## src/adc_seq_defines.svh

```systemverilog
// register offsets, field positions, write masks and reset values
// assumes a 32-bit apb slave decoding an 8-bit byte address
`ifndef ADC_SEQ_DEFINES_SVH
`define ADC_SEQ_DEFINES_SVH

// ----------------------------------------
// register byte offsets
// ----------------------------------------
`define OFF_CON2        8'h00
`define OFF_CON3        8'h04
`define OFF_CHS123      8'h08
`define OFF_CHS0        8'h0C
`define OFF_SCAN        8'h10
`define OFF_SEQ_CTRL    8'h14
`define OFF_SEQ_STAT    8'h18

// ----------------------------------------
// writable bit masks and reset values
// ----------------------------------------
`define MASK_CON2       16'hE73F
`define MASK_CON3       16'h9F3F
`define MASK_CHS123     16'h0707
`define MASK_CHS0       16'h9F9F
`define MASK_SCAN       16'h03FF
`define MASK_SEQ_CTRL   16'h0003
`define RST_REG16       16'h0000

// ----------------------------------------
// field positions
// ----------------------------------------
`define CON2_REF        15:13
`define CON2_SCAN_EN    10
`define CON2_CH_COUNT   9:8
`define CON2_FILL_HALF  7
`define CON2_SEQ_IRQ    5:2
`define CON2_SPLIT      1
`define CON2_ALT        0
`define CON3_SRC        15
`define CON3_SAMPLE_T   12:8
`define CON3_DIV        5:0
`define CHS123_NEG_B    10:9
`define CHS123_POS_B    8
`define CHS123_NEG_A    2:1
`define CHS123_POS_A    0
`define CHS0_NEG_B      15
`define CHS0_POS_B      12:8
`define CHS0_NEG_A      7
`define CHS0_POS_A      4:0
`define CTRL_ENABLE     0
`define CTRL_RES_MODE   1

`endif

```

## src/adc_seq_pkg.sv

```systemverilog
// types shared by the converter sequence and channel control
// assumes adc_seq_defines.svh holds every number
package adc_seq_pkg;

    // ----------------------------------------
    // routing types
    // ----------------------------------------
    typedef enum logic [1:0] {
        GRP_NEG_REF,
        GRP_NEG_AN6_8,
        GRP_NEG_AN9_NC
    } grp_neg_t;

    typedef struct packed {
        logic pos_ext;
        logic neg_ext;
    } ref_route_t;

    typedef struct packed {
        logic [4:0] ch0_pos;
        logic       ch0_pos_neg_ref;
        logic       ch0_neg_an1;
        logic       grp_enable;
        logic       grp_pos_upper;
        grp_neg_t   grp_neg;
        logic [1:0] chan_count;
    } input_route_t;

    // ----------------------------------------
    // sequencer states
    // ----------------------------------------
    typedef enum logic [1:0] {
        ST_IDLE,
        ST_SAMPLE,
        ST_CONVERT
    } seq_state_t;

endpackage

```

## src/adc_sequence_channel_control.sv

```systemverilog
// converter control: registers, conversion clock, sample/convert sequencing
// assumes rc_clk_in is asynchronous; apb and everything else run on clk
`include "adc_seq_defines.svh"

// Operation
// - reference select 000 supply, 001 ext pos, 010 ext neg, 011 both, 1xx supply.
// - scan enable takes channel 0 positive input during Sample A from scan list.
// - channel count 00 converts ch0, 01 ch0 and ch1, 1x all four.
// - in 12-bit mode channel count reads zero and only ch0 converts.
// - fill status reads 1 while second half fills, 0 for first half.
// - interrupt after every sequences_per_irq plus one completed sequences.
// - split mode fills first half until interrupt, then second, alternating.
// - without split mode results restart at first location after each interrupt.
// - alternate mode swaps Sample A and Sample B selects each sample.
// - clock source bit 1 uses internal rc, 0 uses system derived clock.
// - auto sampling lasts sample-time field conversion clock periods, 0 to 31.
// - derived conversion clock period is divider field plus one system cycles.
// - group positive bit set selects AN3-AN5, clear AN0-AN2, 10-bit only.
// - group negative 00/01 negative reference, 10 AN6-AN8, 11 AN9 and open.
// - channel 0 negative bit 1 selects AN1, 0 negative reference.
// - channel 0 positive select routes the input with that number.
// - scanning includes inputs whose scan bit is set, skips cleared ones.
// - all scan bits writable; missing inputs convert negative reference.
// - resolution mode set is 12-bit single channel, clear 10-bit four channel.
module adc_sequence_channel_control
    import adc_seq_pkg::*;
#(
    parameter int NUM_INPUTS    = 10,
    parameter bit LARGE_VARIANT = 1'b1,
    parameter int CONV_TADS     = 12
) (
    input  wire logic        clk,
    input  wire logic        reset,
    input  wire logic        psel,
    input  wire logic        penable,
    input  wire logic        pwrite,
    input  wire logic [7:0]  paddr,
    input  wire logic [31:0] pwdata,
    output logic      [31:0] prdata,
    output logic             pready,
    output logic             pslverr,
    input  wire logic        rc_clk_in,
    output logic             conv_tick,
    output logic             sampling,
    output logic             converting,
    output logic             result_write,
    output logic      [3:0]  result_addr,
    output logic      [1:0]  result_channel,
    output logic             seq_irq,
    output logic             fill_half_status,
    output ref_route_t       ref_route,
    output input_route_t     route
);

    // ----------------------------------------
    // register file state
    // ----------------------------------------
    logic [15:0] con2_reg;
    logic [15:0] con3_reg;
    logic [15:0] chs123_reg;
    logic [15:0] chs0_reg;
    logic [15:0] scan_reg;
    logic [15:0] ctrl_reg;
    logic [15:0] rd_data;
    logic        rd_hit;
    logic        access;
    logic        wr_en;

    // ----------------------------------------
    // sequencer state
    // ----------------------------------------
    seq_state_t  state_reg;
    logic [5:0]  div_cnt_reg;
    logic [5:0]  tad_cnt_reg;
    logic [1:0]  chan_reg;
    logic [3:0]  seq_cnt_reg;
    logic        use_b_reg;
    logic [3:0]  scan_pos_reg;
    logic        half_reg;
    logic [3:0]  addr_reg;
    logic        rc_meta_reg;
    logic        rc_sync_reg;
    logic        rc_prev_reg;
    logic        tad;
    logic        res_mode;
    logic [1:0]  chan_last;
    logic [3:0]  scan_cur;
    logic        chan_end;
    logic        seq_end;
    logic        irq_now;
    input_route_t route_next;

    assign access   = psel & penable;
    assign wr_en    = access & pready & pwrite;
    assign res_mode = ctrl_reg[`CTRL_RES_MODE];

    // lowest enabled input at or above from, else lowest enabled overall
    function automatic logic [3:0] scan_pick(input logic [3:0] from,
                                             input logic [9:0] bits);
        logic [3:0] pick;
        pick = from;
        for (int i = 9; i >= 0; i--) begin
            if (bits[i]) begin
                pick = 4'(i);
            end
        end
        for (int i = 9; i >= 0; i--) begin
            if (bits[i] && (4'(i) >= from)) begin
                pick = 4'(i);
            end
        end
        return pick;
    endfunction

    // ----------------------------------------
    // apb read mux
    // ----------------------------------------
    always_comb begin
        rd_hit  = 1'b1;
        rd_data = `RST_REG16;
        unique case (paddr)
            `OFF_CON2: begin
                rd_data = con2_reg;
                if (res_mode) begin
                    rd_data[`CON2_CH_COUNT] = 2'b00;
                end
                rd_data[`CON2_FILL_HALF] = half_reg;
            end
            `OFF_CON3:     rd_data = con3_reg;
            `OFF_CHS123:   rd_data = chs123_reg;
            `OFF_CHS0:     rd_data = chs0_reg;
            `OFF_SCAN:     rd_data = scan_reg;
            `OFF_SEQ_CTRL: rd_data = ctrl_reg;
            `OFF_SEQ_STAT: begin
                rd_data = {4'h0, seq_cnt_reg, addr_reg, use_b_reg,
                           chan_reg, (state_reg != ST_IDLE)};
            end
            default:       rd_hit = 1'b0;
        endcase
    end

    // ----------------------------------------
    // apb handshake: answer in second access cycle
    // ----------------------------------------
    always_ff @(posedge clk or posedge reset) begin
        if (reset) begin
            pready  <= 1'b0;
            prdata  <= 32'h0000_0000;
            pslverr <= 1'b0;
        end else begin
            pready <= access & ~pready;
            if (access & ~pready) begin
                prdata  <= pwrite ? 32'h0000_0000 : {16'h0000, rd_data};
                pslverr <= ~rd_hit;
            end else begin
                prdata  <= 32'h0000_0000;
                pslverr <= 1'b0;
            end
        end
    end

    // ----------------------------------------
    // register writes
    // ----------------------------------------
    always_ff @(posedge clk or posedge reset) begin
        if (reset) begin
            con2_reg   <= `RST_REG16;
            con3_reg   <= `RST_REG16;
            chs123_reg <= `RST_REG16;
            chs0_reg   <= `RST_REG16;
            scan_reg   <= `RST_REG16;
            ctrl_reg   <= `RST_REG16;
        end else if (wr_en) begin
            unique case (paddr)
                `OFF_CON2:     con2_reg   <= pwdata[15:0] & `MASK_CON2;
                `OFF_CON3:     con3_reg   <= pwdata[15:0] & `MASK_CON3;
                `OFF_CHS123:   chs123_reg <= pwdata[15:0] & `MASK_CHS123;
                `OFF_CHS0:     chs0_reg   <= pwdata[15:0] & `MASK_CHS0;
                `OFF_SCAN:     scan_reg   <= pwdata[15:0] & `MASK_SCAN;
                `OFF_SEQ_CTRL: ctrl_reg   <= pwdata[15:0] & `MASK_SEQ_CTRL;
                default: begin
                end
            endcase
        end
    end

    // ----------------------------------------
    // conversion clock
    // ----------------------------------------
    always_ff @(posedge clk or posedge reset) begin
        if (reset) begin
            rc_meta_reg <= 1'b0;
            rc_sync_reg <= 1'b0;
            rc_prev_reg <= 1'b0;
        end else begin
            rc_meta_reg <= rc_clk_in;
            rc_sync_reg <= rc_meta_reg;
            rc_prev_reg <= rc_sync_reg;
        end
    end

    always_ff @(posedge clk or posedge reset) begin
        if (reset) begin
            div_cnt_reg <= 6'h00;
        end else if (div_cnt_reg >= con3_reg[`CON3_DIV]) begin
            div_cnt_reg <= 6'h00;
        end else begin
            div_cnt_reg <= div_cnt_reg + 6'h01;
        end
    end

    always_comb begin
        if (con3_reg[`CON3_SRC]) begin
            tad = rc_sync_reg & ~rc_prev_reg;
        end else begin
            tad = (div_cnt_reg >= con3_reg[`CON3_DIV]);
        end
    end

    // ----------------------------------------
    // sequence decode
    // ----------------------------------------
    always_comb begin
        if (res_mode) begin
            chan_last = 2'b00;
        end else if (con2_reg[9]) begin
            chan_last = 2'b11;
        end else if (con2_reg[8]) begin
            chan_last = 2'b01;
        end else begin
            chan_last = 2'b00;
        end
    end

    assign scan_cur = scan_pick(scan_pos_reg, scan_reg[9:0]);
    assign chan_end = (state_reg == ST_CONVERT) && tad &&
                      (tad_cnt_reg == 6'(CONV_TADS - 1));
    assign seq_end  = chan_end && (chan_reg == chan_last);
    assign irq_now  = seq_end && (seq_cnt_reg == con2_reg[`CON2_SEQ_IRQ]);

    // ----------------------------------------
    // sample/convert state machine
    // ----------------------------------------
    always_ff @(posedge clk or posedge reset) begin
        if (reset) begin
            state_reg   <= ST_IDLE;
            tad_cnt_reg <= 6'h00;
            chan_reg    <= 2'b00;
        end else begin
            unique case (state_reg)
                ST_IDLE: begin
                    tad_cnt_reg <= 6'h00;
                    chan_reg    <= 2'b00;
                    if (ctrl_reg[`CTRL_ENABLE]) begin
                        state_reg <= ST_SAMPLE;
                    end
                end
                ST_SAMPLE: begin
                    if (tad_cnt_reg >= {1'b0, con3_reg[`CON3_SAMPLE_T]}) begin
                        state_reg   <= ST_CONVERT;
                        tad_cnt_reg <= 6'h00;
                    end else if (tad) begin
                        tad_cnt_reg <= tad_cnt_reg + 6'h01;
                    end
                end
                ST_CONVERT: begin
                    if (seq_end) begin
                        chan_reg    <= 2'b00;
                        tad_cnt_reg <= 6'h00;
                        state_reg   <= ctrl_reg[`CTRL_ENABLE] ? ST_SAMPLE : ST_IDLE;
                    end else if (chan_end) begin
                        chan_reg    <= chan_reg + 2'b01;
                        tad_cnt_reg <= 6'h00;
                    end else if (tad) begin
                        tad_cnt_reg <= tad_cnt_reg + 6'h01;
                    end
                end
            endcase
        end
    end

    // ----------------------------------------
    // interrupt rate and buffer fill
    // ----------------------------------------
    always_ff @(posedge clk or posedge reset) begin
        if (reset) begin
            seq_cnt_reg <= 4'h0;
        end else if (irq_now) begin
            seq_cnt_reg <= 4'h0;
        end else if (seq_end) begin
            seq_cnt_reg <= seq_cnt_reg + 4'h1;
        end
    end

    always_ff @(posedge clk or posedge reset) begin
        if (reset) begin
            half_reg <= 1'b0;
            addr_reg <= 4'h0;
        end else if (irq_now) begin
            if (con2_reg[`CON2_SPLIT]) begin
                half_reg <= ~half_reg;
                addr_reg <= {~half_reg, 3'b000};
            end else begin
                half_reg <= 1'b0;
                addr_reg <= 4'h0;
            end
        end else if (chan_end) begin
            if (con2_reg[`CON2_SPLIT]) begin
                addr_reg <= {half_reg, addr_reg[2:0] + 3'b001};
            end else begin
                addr_reg <= addr_reg + 4'h1;
            end
        end
    end

    // ----------------------------------------
    // sample a/b alternation and scanning
    // ----------------------------------------
    always_ff @(posedge clk or posedge reset) begin
        if (reset) begin
            use_b_reg <= 1'b0;
        end else if (!con2_reg[`CON2_ALT]) begin
            use_b_reg <= 1'b0;
        end else if (seq_end) begin
            use_b_reg <= ~use_b_reg;
        end
    end

    always_ff @(posedge clk or posedge reset) begin
        if (reset) begin
            scan_pos_reg <= 4'h0;
        end else if (!con2_reg[`CON2_SCAN_EN]) begin
            scan_pos_reg <= 4'h0;
        end else if (seq_end && !use_b_reg) begin
            scan_pos_reg <= scan_pick(scan_cur + 4'h1, scan_reg[9:0]);
        end
    end

    // ----------------------------------------
    // input routing
    // ----------------------------------------
    always_comb begin
        route_next = '0;
        if (con2_reg[`CON2_SCAN_EN] && !use_b_reg) begin
            route_next.ch0_pos = {1'b0, scan_cur};
        end else if (use_b_reg) begin
            route_next.ch0_pos = chs0_reg[`CHS0_POS_B];
        end else begin
            route_next.ch0_pos = chs0_reg[`CHS0_POS_A];
        end
        route_next.ch0_pos_neg_ref = (route_next.ch0_pos >= 5'(NUM_INPUTS));
        route_next.ch0_neg_an1 = use_b_reg ? chs0_reg[`CHS0_NEG_B]
                                           : chs0_reg[`CHS0_NEG_A];
        route_next.chan_count = res_mode ? 2'b00 : con2_reg[`CON2_CH_COUNT];
        route_next.grp_enable = !res_mode && (chan_last != 2'b00);
        if (!res_mode) begin
            route_next.grp_pos_upper = use_b_reg ? chs123_reg[`CHS123_POS_B]
                                                 : chs123_reg[`CHS123_POS_A];
            unique case (use_b_reg ? chs123_reg[`CHS123_NEG_B]
                                   : chs123_reg[`CHS123_NEG_A])
                2'b10:   route_next.grp_neg = LARGE_VARIANT ? GRP_NEG_AN6_8
                                                            : GRP_NEG_REF;
                2'b11:   route_next.grp_neg = LARGE_VARIANT ? GRP_NEG_AN9_NC
                                                            : GRP_NEG_REF;
                default: route_next.grp_neg = GRP_NEG_REF;
            endcase
        end
    end

    // ----------------------------------------
    // registered outputs
    // ----------------------------------------
    always_ff @(posedge clk or posedge reset) begin
        if (reset) begin
            route            <= '0;
            ref_route        <= '0;
            conv_tick        <= 1'b0;
            sampling         <= 1'b0;
            converting       <= 1'b0;
            result_write     <= 1'b0;
            result_addr      <= 4'h0;
            result_channel   <= 2'b00;
            seq_irq          <= 1'b0;
            fill_half_status <= 1'b0;
        end else begin
            route <= route_next;
            ref_route.pos_ext <= (con2_reg[15:13] == 3'b001) ||
                                 (con2_reg[15:13] == 3'b011);
            ref_route.neg_ext <= (con2_reg[15:13] == 3'b010) ||
                                 (con2_reg[15:13] == 3'b011);
            conv_tick        <= tad;
            sampling         <= (state_reg == ST_SAMPLE);
            converting       <= (state_reg == ST_CONVERT);
            result_write     <= chan_end;
            result_addr      <= addr_reg;
            result_channel   <= chan_reg;
            seq_irq          <= irq_now;
            fill_half_status <= half_reg;
        end
    end

endmodule

```

## config.mk

```make
export PLATFORM = sky130hd
export DESIGN_NAME = adc_sequence_channel_control
export DESIGN_NICKNAME = d
export VERILOG_FILES = /design/src/adc_seq_pkg.sv /design/src/adc_sequence_channel_control.sv
export VERILOG_INCLUDE_DIRS = /design/src
export SDC_FILE = /design/constraint.sdc
export NUM_CORES = 1
export LEC_CHECK = 0
export BUFFER_PORTS_ARGS = -buffer_cell sky130_fd_sc_hd__buf_2
export CAP_MARGIN = 20
export CORE_MARGIN = 2
export CORE_UTILIZATION = 45
export CTS_CLUSTER_DIAMETER = 100
export DETAILED_ROUTE_END_ITERATION = 12
export PLACE_DENSITY_LB_ADDON = 0.08
export SKIP_CTS_REPAIR_TIMING = 1
export SYNTH_ARGS = -nofsm -noshare
export SYNTH_HDL_FRONTEND = slang
export SYNTH_SLANG_ARGS = --single-unit
```

## constraint.sdc

```tcl
create_clock -name clk -period 7.8 [get_ports clk]
set_input_delay 0.39 -clock clk [delete_from_list [all_inputs] [get_ports clk]]
set_output_delay 0.39 -clock clk [all_outputs]
set_load 0.05 [all_outputs]
```

Yosys cells after proc, flatten, opt, wreduce, memory -nomap -nowiden
Index checks and enable logic that the tools add are counted.
{ "op_classes": {"n_eq_ne": 22, "addsub": 7, "reduce_logical": 47, "muxes": 82, "div": 0, "shifts": 0, "multipliers": 0, "n_lt_le_gt_ge": 23, "n_bitwise": 10} }
{ "ops": {"columns": ["cell", "count"], "rows": [
  ["4-bit two-way mux", 48],
  ["16-bit one-hot mux with 7 select lines", 1],
  ["3-bit by 4-bit greater-or-equal comparator with 1-bit output, first input constant", 8],
  ["16-bit two-way mux", 2],
  ["6-bit two-way mux", 5],
  ["1-bit logical AND", 27],
  ["8-bit by 5-bit == test with 1-bit output, second input constant", 3],
  ["2-bit two-way mux", 9],
  ["6-bit one-hot mux with 3 select lines", 1],
  ["8-bit by 4-bit == test with 1-bit output, second input constant", 2],
  ["1-bit by 4-bit greater-or-equal comparator with 1-bit output, first input constant", 4],
  ["2-bit by 4-bit greater-or-equal comparator with 1-bit output, first input constant", 4],
  ["4-bit greater-or-equal comparator, first input constant", 4],
  ["2-bit AND reduction", 7],
  ["4-bit by 1-bit adder with 4-bit output, second input constant", 3],
  ["6-bit by 1-bit adder with 6-bit output, second input constant", 2],
  ["1-bit two-way mux", 10],
  ["5-bit two-way mux", 2],
  ["2-bit nonzero test", 5],
  ["8-bit by 3-bit == test with 1-bit output, second input constant", 1],
  ["8-bit zero test", 1],
  ["2-bit one-hot mux with 2 select lines", 2],
  ["7-bit OR reduction", 1],
  ["2-bit == test, second input constant", 3],
  ["other kinds (22)", 36]
]} }
{ "totals": {"regBits": 148, "mem_bits_rw": 0, "out_inout_bits": 61, "word_cells": 229, "latch_bits": 0, "in_bits": 46, "mem_count": 0, "mem_bits_ro": 0} }

Depth between registers and ports, before layout
{ "logic_depth": {"depth_word": 43, "depth_mapped": 17, "ltp_nobuf": 16} }

Worst setup path before layout
OpenSTA, ideal clock, no wires.
{ "synth_path": {"kind": "register to register", "from": "reg scan_reg[5]", "to": "reg scan_pos_reg[0]", "path_stages_with_launch": 17, "setup_ns": 0.126, "path_buffers": 2, "t_arrival_ns": 3.310, "required_time_ns": 7.674, "period_less_slack_ns": 3.436, "setup_slack_ns": 4.364, "path_cell_list": "dfrtp_1 > buf_4 > nor2_1 > o21ai_0 > nand3_1 > a31o_2 > nand2_1 > a21boi_0 > ha_1 > clkbuf_1 > inv_1 > a2111oi_0 > a21oi_1 > o2bb2ai_1 > a211oi_2 > a31oi_1 > o311a_1"} }
{ "synth_via": {"elab_chain_len": 39, "word_cells_on_any_way": 60, "classes_between": "1 x add/sub; 10 x order compare; 38 x mux; 11 x reduce/logical"} }
{ "synth_rtl": {"columns": ["item", "line", "text"], "rows": [
  ["start: declaration", "adc_sequence_channel_control.sv:62", "logic [15:0] scan_reg;"],
  ["start signal: assignment", "adc_sequence_channel_control.sv:171", "scan_reg <= `RST_REG16;"],
  ["start signal: assignment", "adc_sequence_channel_control.sv:179", "`OFF_SCAN: scan_reg <= pwdata[15:0] & `MASK_SCAN;"],
  ["4-bit two-way mux (6 in series)", "adc_sequence_channel_control.sv:103", "if (bits[i]) begin"],
  ["4-bit two-way mux (10 in series)", "adc_sequence_channel_control.sv:108", "if (bits[i] && (4'(i) >= from)) begin"],
  ["4-bit by 1-bit adder with 4-bit output", "adc_sequence_channel_control.sv:335", "scan_pos_reg <= scan_pick(scan_cur + 4'h1, scan_reg[9:0]);"],
  ["4-bit two-way mux (10 in series)", "adc_sequence_channel_control.sv:103", null],
  ["4-bit two-way mux (9 in series)", "adc_sequence_channel_control.sv:108", null],
  ["4-bit two-way mux (*)", "adc_sequence_channel_control.sv:108", null],
  ["4-bit two-way mux (*)", "adc_sequence_channel_control.sv:334", "end else if (seq_end && !use_b_reg) begin"],
  ["4-bit two-way mux (*)", "adc_sequence_channel_control.sv:332", "end else if (!con2_reg[`CON2_SCAN_EN]) begin"],
  ["end signal: assignment", "adc_sequence_channel_control.sv:335", null],
  ["end: declaration", "adc_sequence_channel_control.sv:78", "logic [3:0] scan_pos_reg;"]
]} }
Mark *: on every way between the ends. The rest lies on a longest branch, timed or not. The select of a mux whose other input is x is not followed.
A chain may end at the register's enable or synchronous reset.

Worst setup path in the final report
{ "layout_path": {"from": "reg scan_reg[9]", "to": "reg scan_pos_reg[0]"} }
{ "layout_via": {"elab_chain_len": 43, "word_cells_on_any_way": 64, "classes_between": "1 x add/sub; 10 x order compare; 42 x mux; 11 x reduce/logical"} }
{ "layout_rtl": {"columns": ["item", "line"], "rows": [
  ["4-bit two-way mux (10 in series)", "adc_sequence_channel_control.sv:103"],
  ["4-bit two-way mux (10 in series)", "adc_sequence_channel_control.sv:108"],
  ["4-bit by 1-bit adder with 4-bit output", "adc_sequence_channel_control.sv:335"],
  ["4-bit two-way mux (10 in series)", "adc_sequence_channel_control.sv:103"],
  ["4-bit two-way mux (9 in series)", "adc_sequence_channel_control.sv:108"],
  ["4-bit two-way mux (*)", "adc_sequence_channel_control.sv:108"],
  ["4-bit two-way mux (*)", "adc_sequence_channel_control.sv:334"],
  ["4-bit two-way mux (*)", "adc_sequence_channel_control.sv:332"]
]} }
Marked as above.

==> summary.txt <==
Rows: 45
fin cells: 925
post-synthesis async set-or-reset flop share: 100%
Post-Route WL: 17.9 mm
area of the core: 15100 um2
setup_tns: 0 ns
Avg Vias per Cell: 5.74
library cells used by synthesis: 76
routed via count: 5313
first-pass GRT wire length: 28.9 mm
Final WS setup: 3.42 ns
arrival time worst endpoint: 4.67 ns
Worst Tran Pin Value: 0.897 ns
clock latency on the worst-skew pair: 0.42 ns
pin count of the biggest net entering global routing: 71
Leak: 3.82 nW
P_sw: 0.000422 W
fmax: 0.228 GHz
Register Area: 3300 um2
clock buffer depth: 2
post-layout minimum cycle time: 4.38 ns
fill count: 1329
# diodes: 0
Die Y: 128 um
CTS Buf Count: 17
Final #Nets: 792
Required @ worst endpoint: 8.09 ns
post-layout util: 53.1%
Top Ports: 107
Seq/Total Area, Yosys: 47.4%
Yosys top cell area share: 47.4%
layout cells sized above 1: 26.5%
Slew HR: 40.2%
Area Growth Syn to Fin: 15.3%
H-Tree Level Count: 4
Max-cap violations: 0
Setup Skew: 0.0117 ns
Port Buffer Count: 74
Starting DRT DRC Count: 382
pre-CTS setup slack: 3.58 ns
GRT Total Usage: 23.0%
# clock sinks: 132
placed insts: 891
Final ANT Viol Nets: 0
internal power: 0.00126 W
Die Footprint: 16500 um2
final setup fails: 0
Die Wd: 128 um
Comb pwr share: 9.0%
status: finished clean
syn_area_per_cell: 10.6 um2
Cells after Synth: 658
grt ovf: 0
largest area contributor in the netlist: dfrtp_1
Critical Path Fanout Max: 12
drt wl/cell: 19.4 um
antenna violations before repair: 0
critical path capture point type: register
Post-DP HPWL: 13.2 mm
GP Congestion: 0.854
DR DRC count: 0
Critical Path Source Type: register
Pins Over Slew Limit: 0
multi-input logic area: 3350 um2
Initial Utilization: 46.0%
peak supply drop: 140 uV
Clk pwr share: 48.8%
Syn Std Cell Area: 6970 um2
CP Class: reg2reg
CTS root buffer: clkbuf_16
Primary FF master, synth: dfrtp_1
RSZ-0062 raised after global routing: false
first drt pass iteration count: 5
#FFs+latches synth: 132
Top Registers: prdata: 16 flops, route: 13 flops
Final Hold Vio Count: 0
Seq pwr share: 42.2%
final worst-path cycle share: 56.1%
clock slew at reported path FFs: 0.06 ns
hold crit path type: in2async
CTS tree: built
Top reg by flops: prdata
Synth area leaders: dfrtp_1, mux2_2, ha_1, nor2_1, nand2_1
number of global-route vias before repair: 5348
Pwr Total: 0.00168 W
Net Sw Frac: 25.1%
PD cells: 209 nW/um2
max reg flops: 16
Yosys warnings: 0
EDFF count, synth: 0
[synth_stat cells (3+ instances only)]
library cell,count
o21ai_0,20
dfrtp_1,132
a21o_1,6
nand2_1,49
o21a_1,3
nand4_1,5
a31oi_1,9
buf_4,19
and3_1,7
nor4_1,4
clkbuf_1,19
a21oi_1,24
o31ai_1,9
a221o_1,3
and2_1,4
inv_1,30
xor2_1,6
a21boi_0,5
a222oi_1,7
nor2_1,53
nand2b_1,9
xnor2_1,8
mux2_2,57
ha_1,22
buf_2,9
mux2i_1,9
nand3_1,21
a22oi_1,24
a211oi_1,4
o21ai_1,3
nor2b_1,11
nand3b_1,7
nor3_1,6
[metrics by stage]
step | area [um2] | hold slack (ns)
5_1_grt | 8040 | 0.0706
3_5_place_dp | 7410 | 0.337
2_1_floorplan | 7030 | 0.331
4_1_cts | 8030 | 0.0497
3_3_place_gp | 7410 | 0.337
6_report | 8040 | 0.0338
[placed cells by master (no fill, tap or decap), types with 20 or more instances in the layout]
cell type / n
a21oi_1: 24
a22oi_1: 24
buf_2: 74
dfrtp_1: 132
ha_1: 22
inv_1: 29
mux2_2: 57
nand2_1: 49
nand3_1: 21
nor2_1: 53
o21ai_0: 20
[final timing paths]
| path | startpoint | to | slack, ns | depth (start not counted) |
|---|---|---|---|---|
| max | scan_reg[9] | scan_pos_reg[0] | 3.42 | 15 |
| min | reset | result_addr[2] | 0.03 | 2 |
| max reg2reg | scan_reg[9] | scan_pos_reg[0] | 3.42 | 15 |
| min reg2reg | rc_meta_reg | rc_sync_reg | 0.36 | 0 |
| max in group asynchronous | reset | chs0_reg[9] | 6.43 | 3 |
| min in group clk | rc_clk_in | rc_meta_reg | 0.08 | 1 |
[logic make-up after synthesis]
kind of cell | count (synthesis) | share of synthesized area (%)
other cells | 1 | 0.0538
fa+ha+maj | 22 | 3.95
compound gates | 147 | 15.4
xor+xnor | 16 | 2.39
buf+inv | 78 | 5.49
simple gates | 194 | 14.4
flops | 132 | 47.4
mux | 68 | 10.9
[routing by layer]
metal / part of all wire, % / track usage [%]
met5: 0 / 0
met4: 1.2 / 6.46
met1: 46 / 31.9
met3: 4.8 / 4.70
met2: 48 / 36.9
[final cells by class]
| cell class | count | share of cell area, % |
|---|---|---|
| multi-input combinational | 463 | 41.7 |
| timing repair buffer | 80 | 5.17 |
| inverter | 30 | 1.46 |
| clock inverter | 13 | 2.15 |
| clock buffer | 19 | 5.51 |
| sequential | 132 | 41.1 |
| tap | 188 | 2.93 |
[power by group through the flow]
stage	logic, W	registers (W)	clock network, W
6_report	0.000151	0.000710	0.000820
2_1_floorplan	0.0000980	0.000739	0
3_5_place_dp	0.000152	0.000722	0
4_1_cts	0.000152	0.000710	0.000834
5_1_grt	0.000168	0.000712	0.000867
3_3_place_gp	0.000149	0.000721	0
[worst max-delay path, stage by stage, from the launching register on]
cell and delay (ns):
dfrtp_1 0.55, nor2_1 0.42, nand3_1 0.13, nand3_1 0.11
a31o_2 0.18, nand2_1 0.05, a21boi_0 0.66, ha_1 0.41
nand2_1 0.13, a21boi_0 0.22, a2111oi_0 0.52, a21oi_1 0.08
o2bb2ai_1 0.16, a211oi_2 0.23, a31oi_1 0.07, o311a_1 0.34
(Power assumes the default switching activity.)
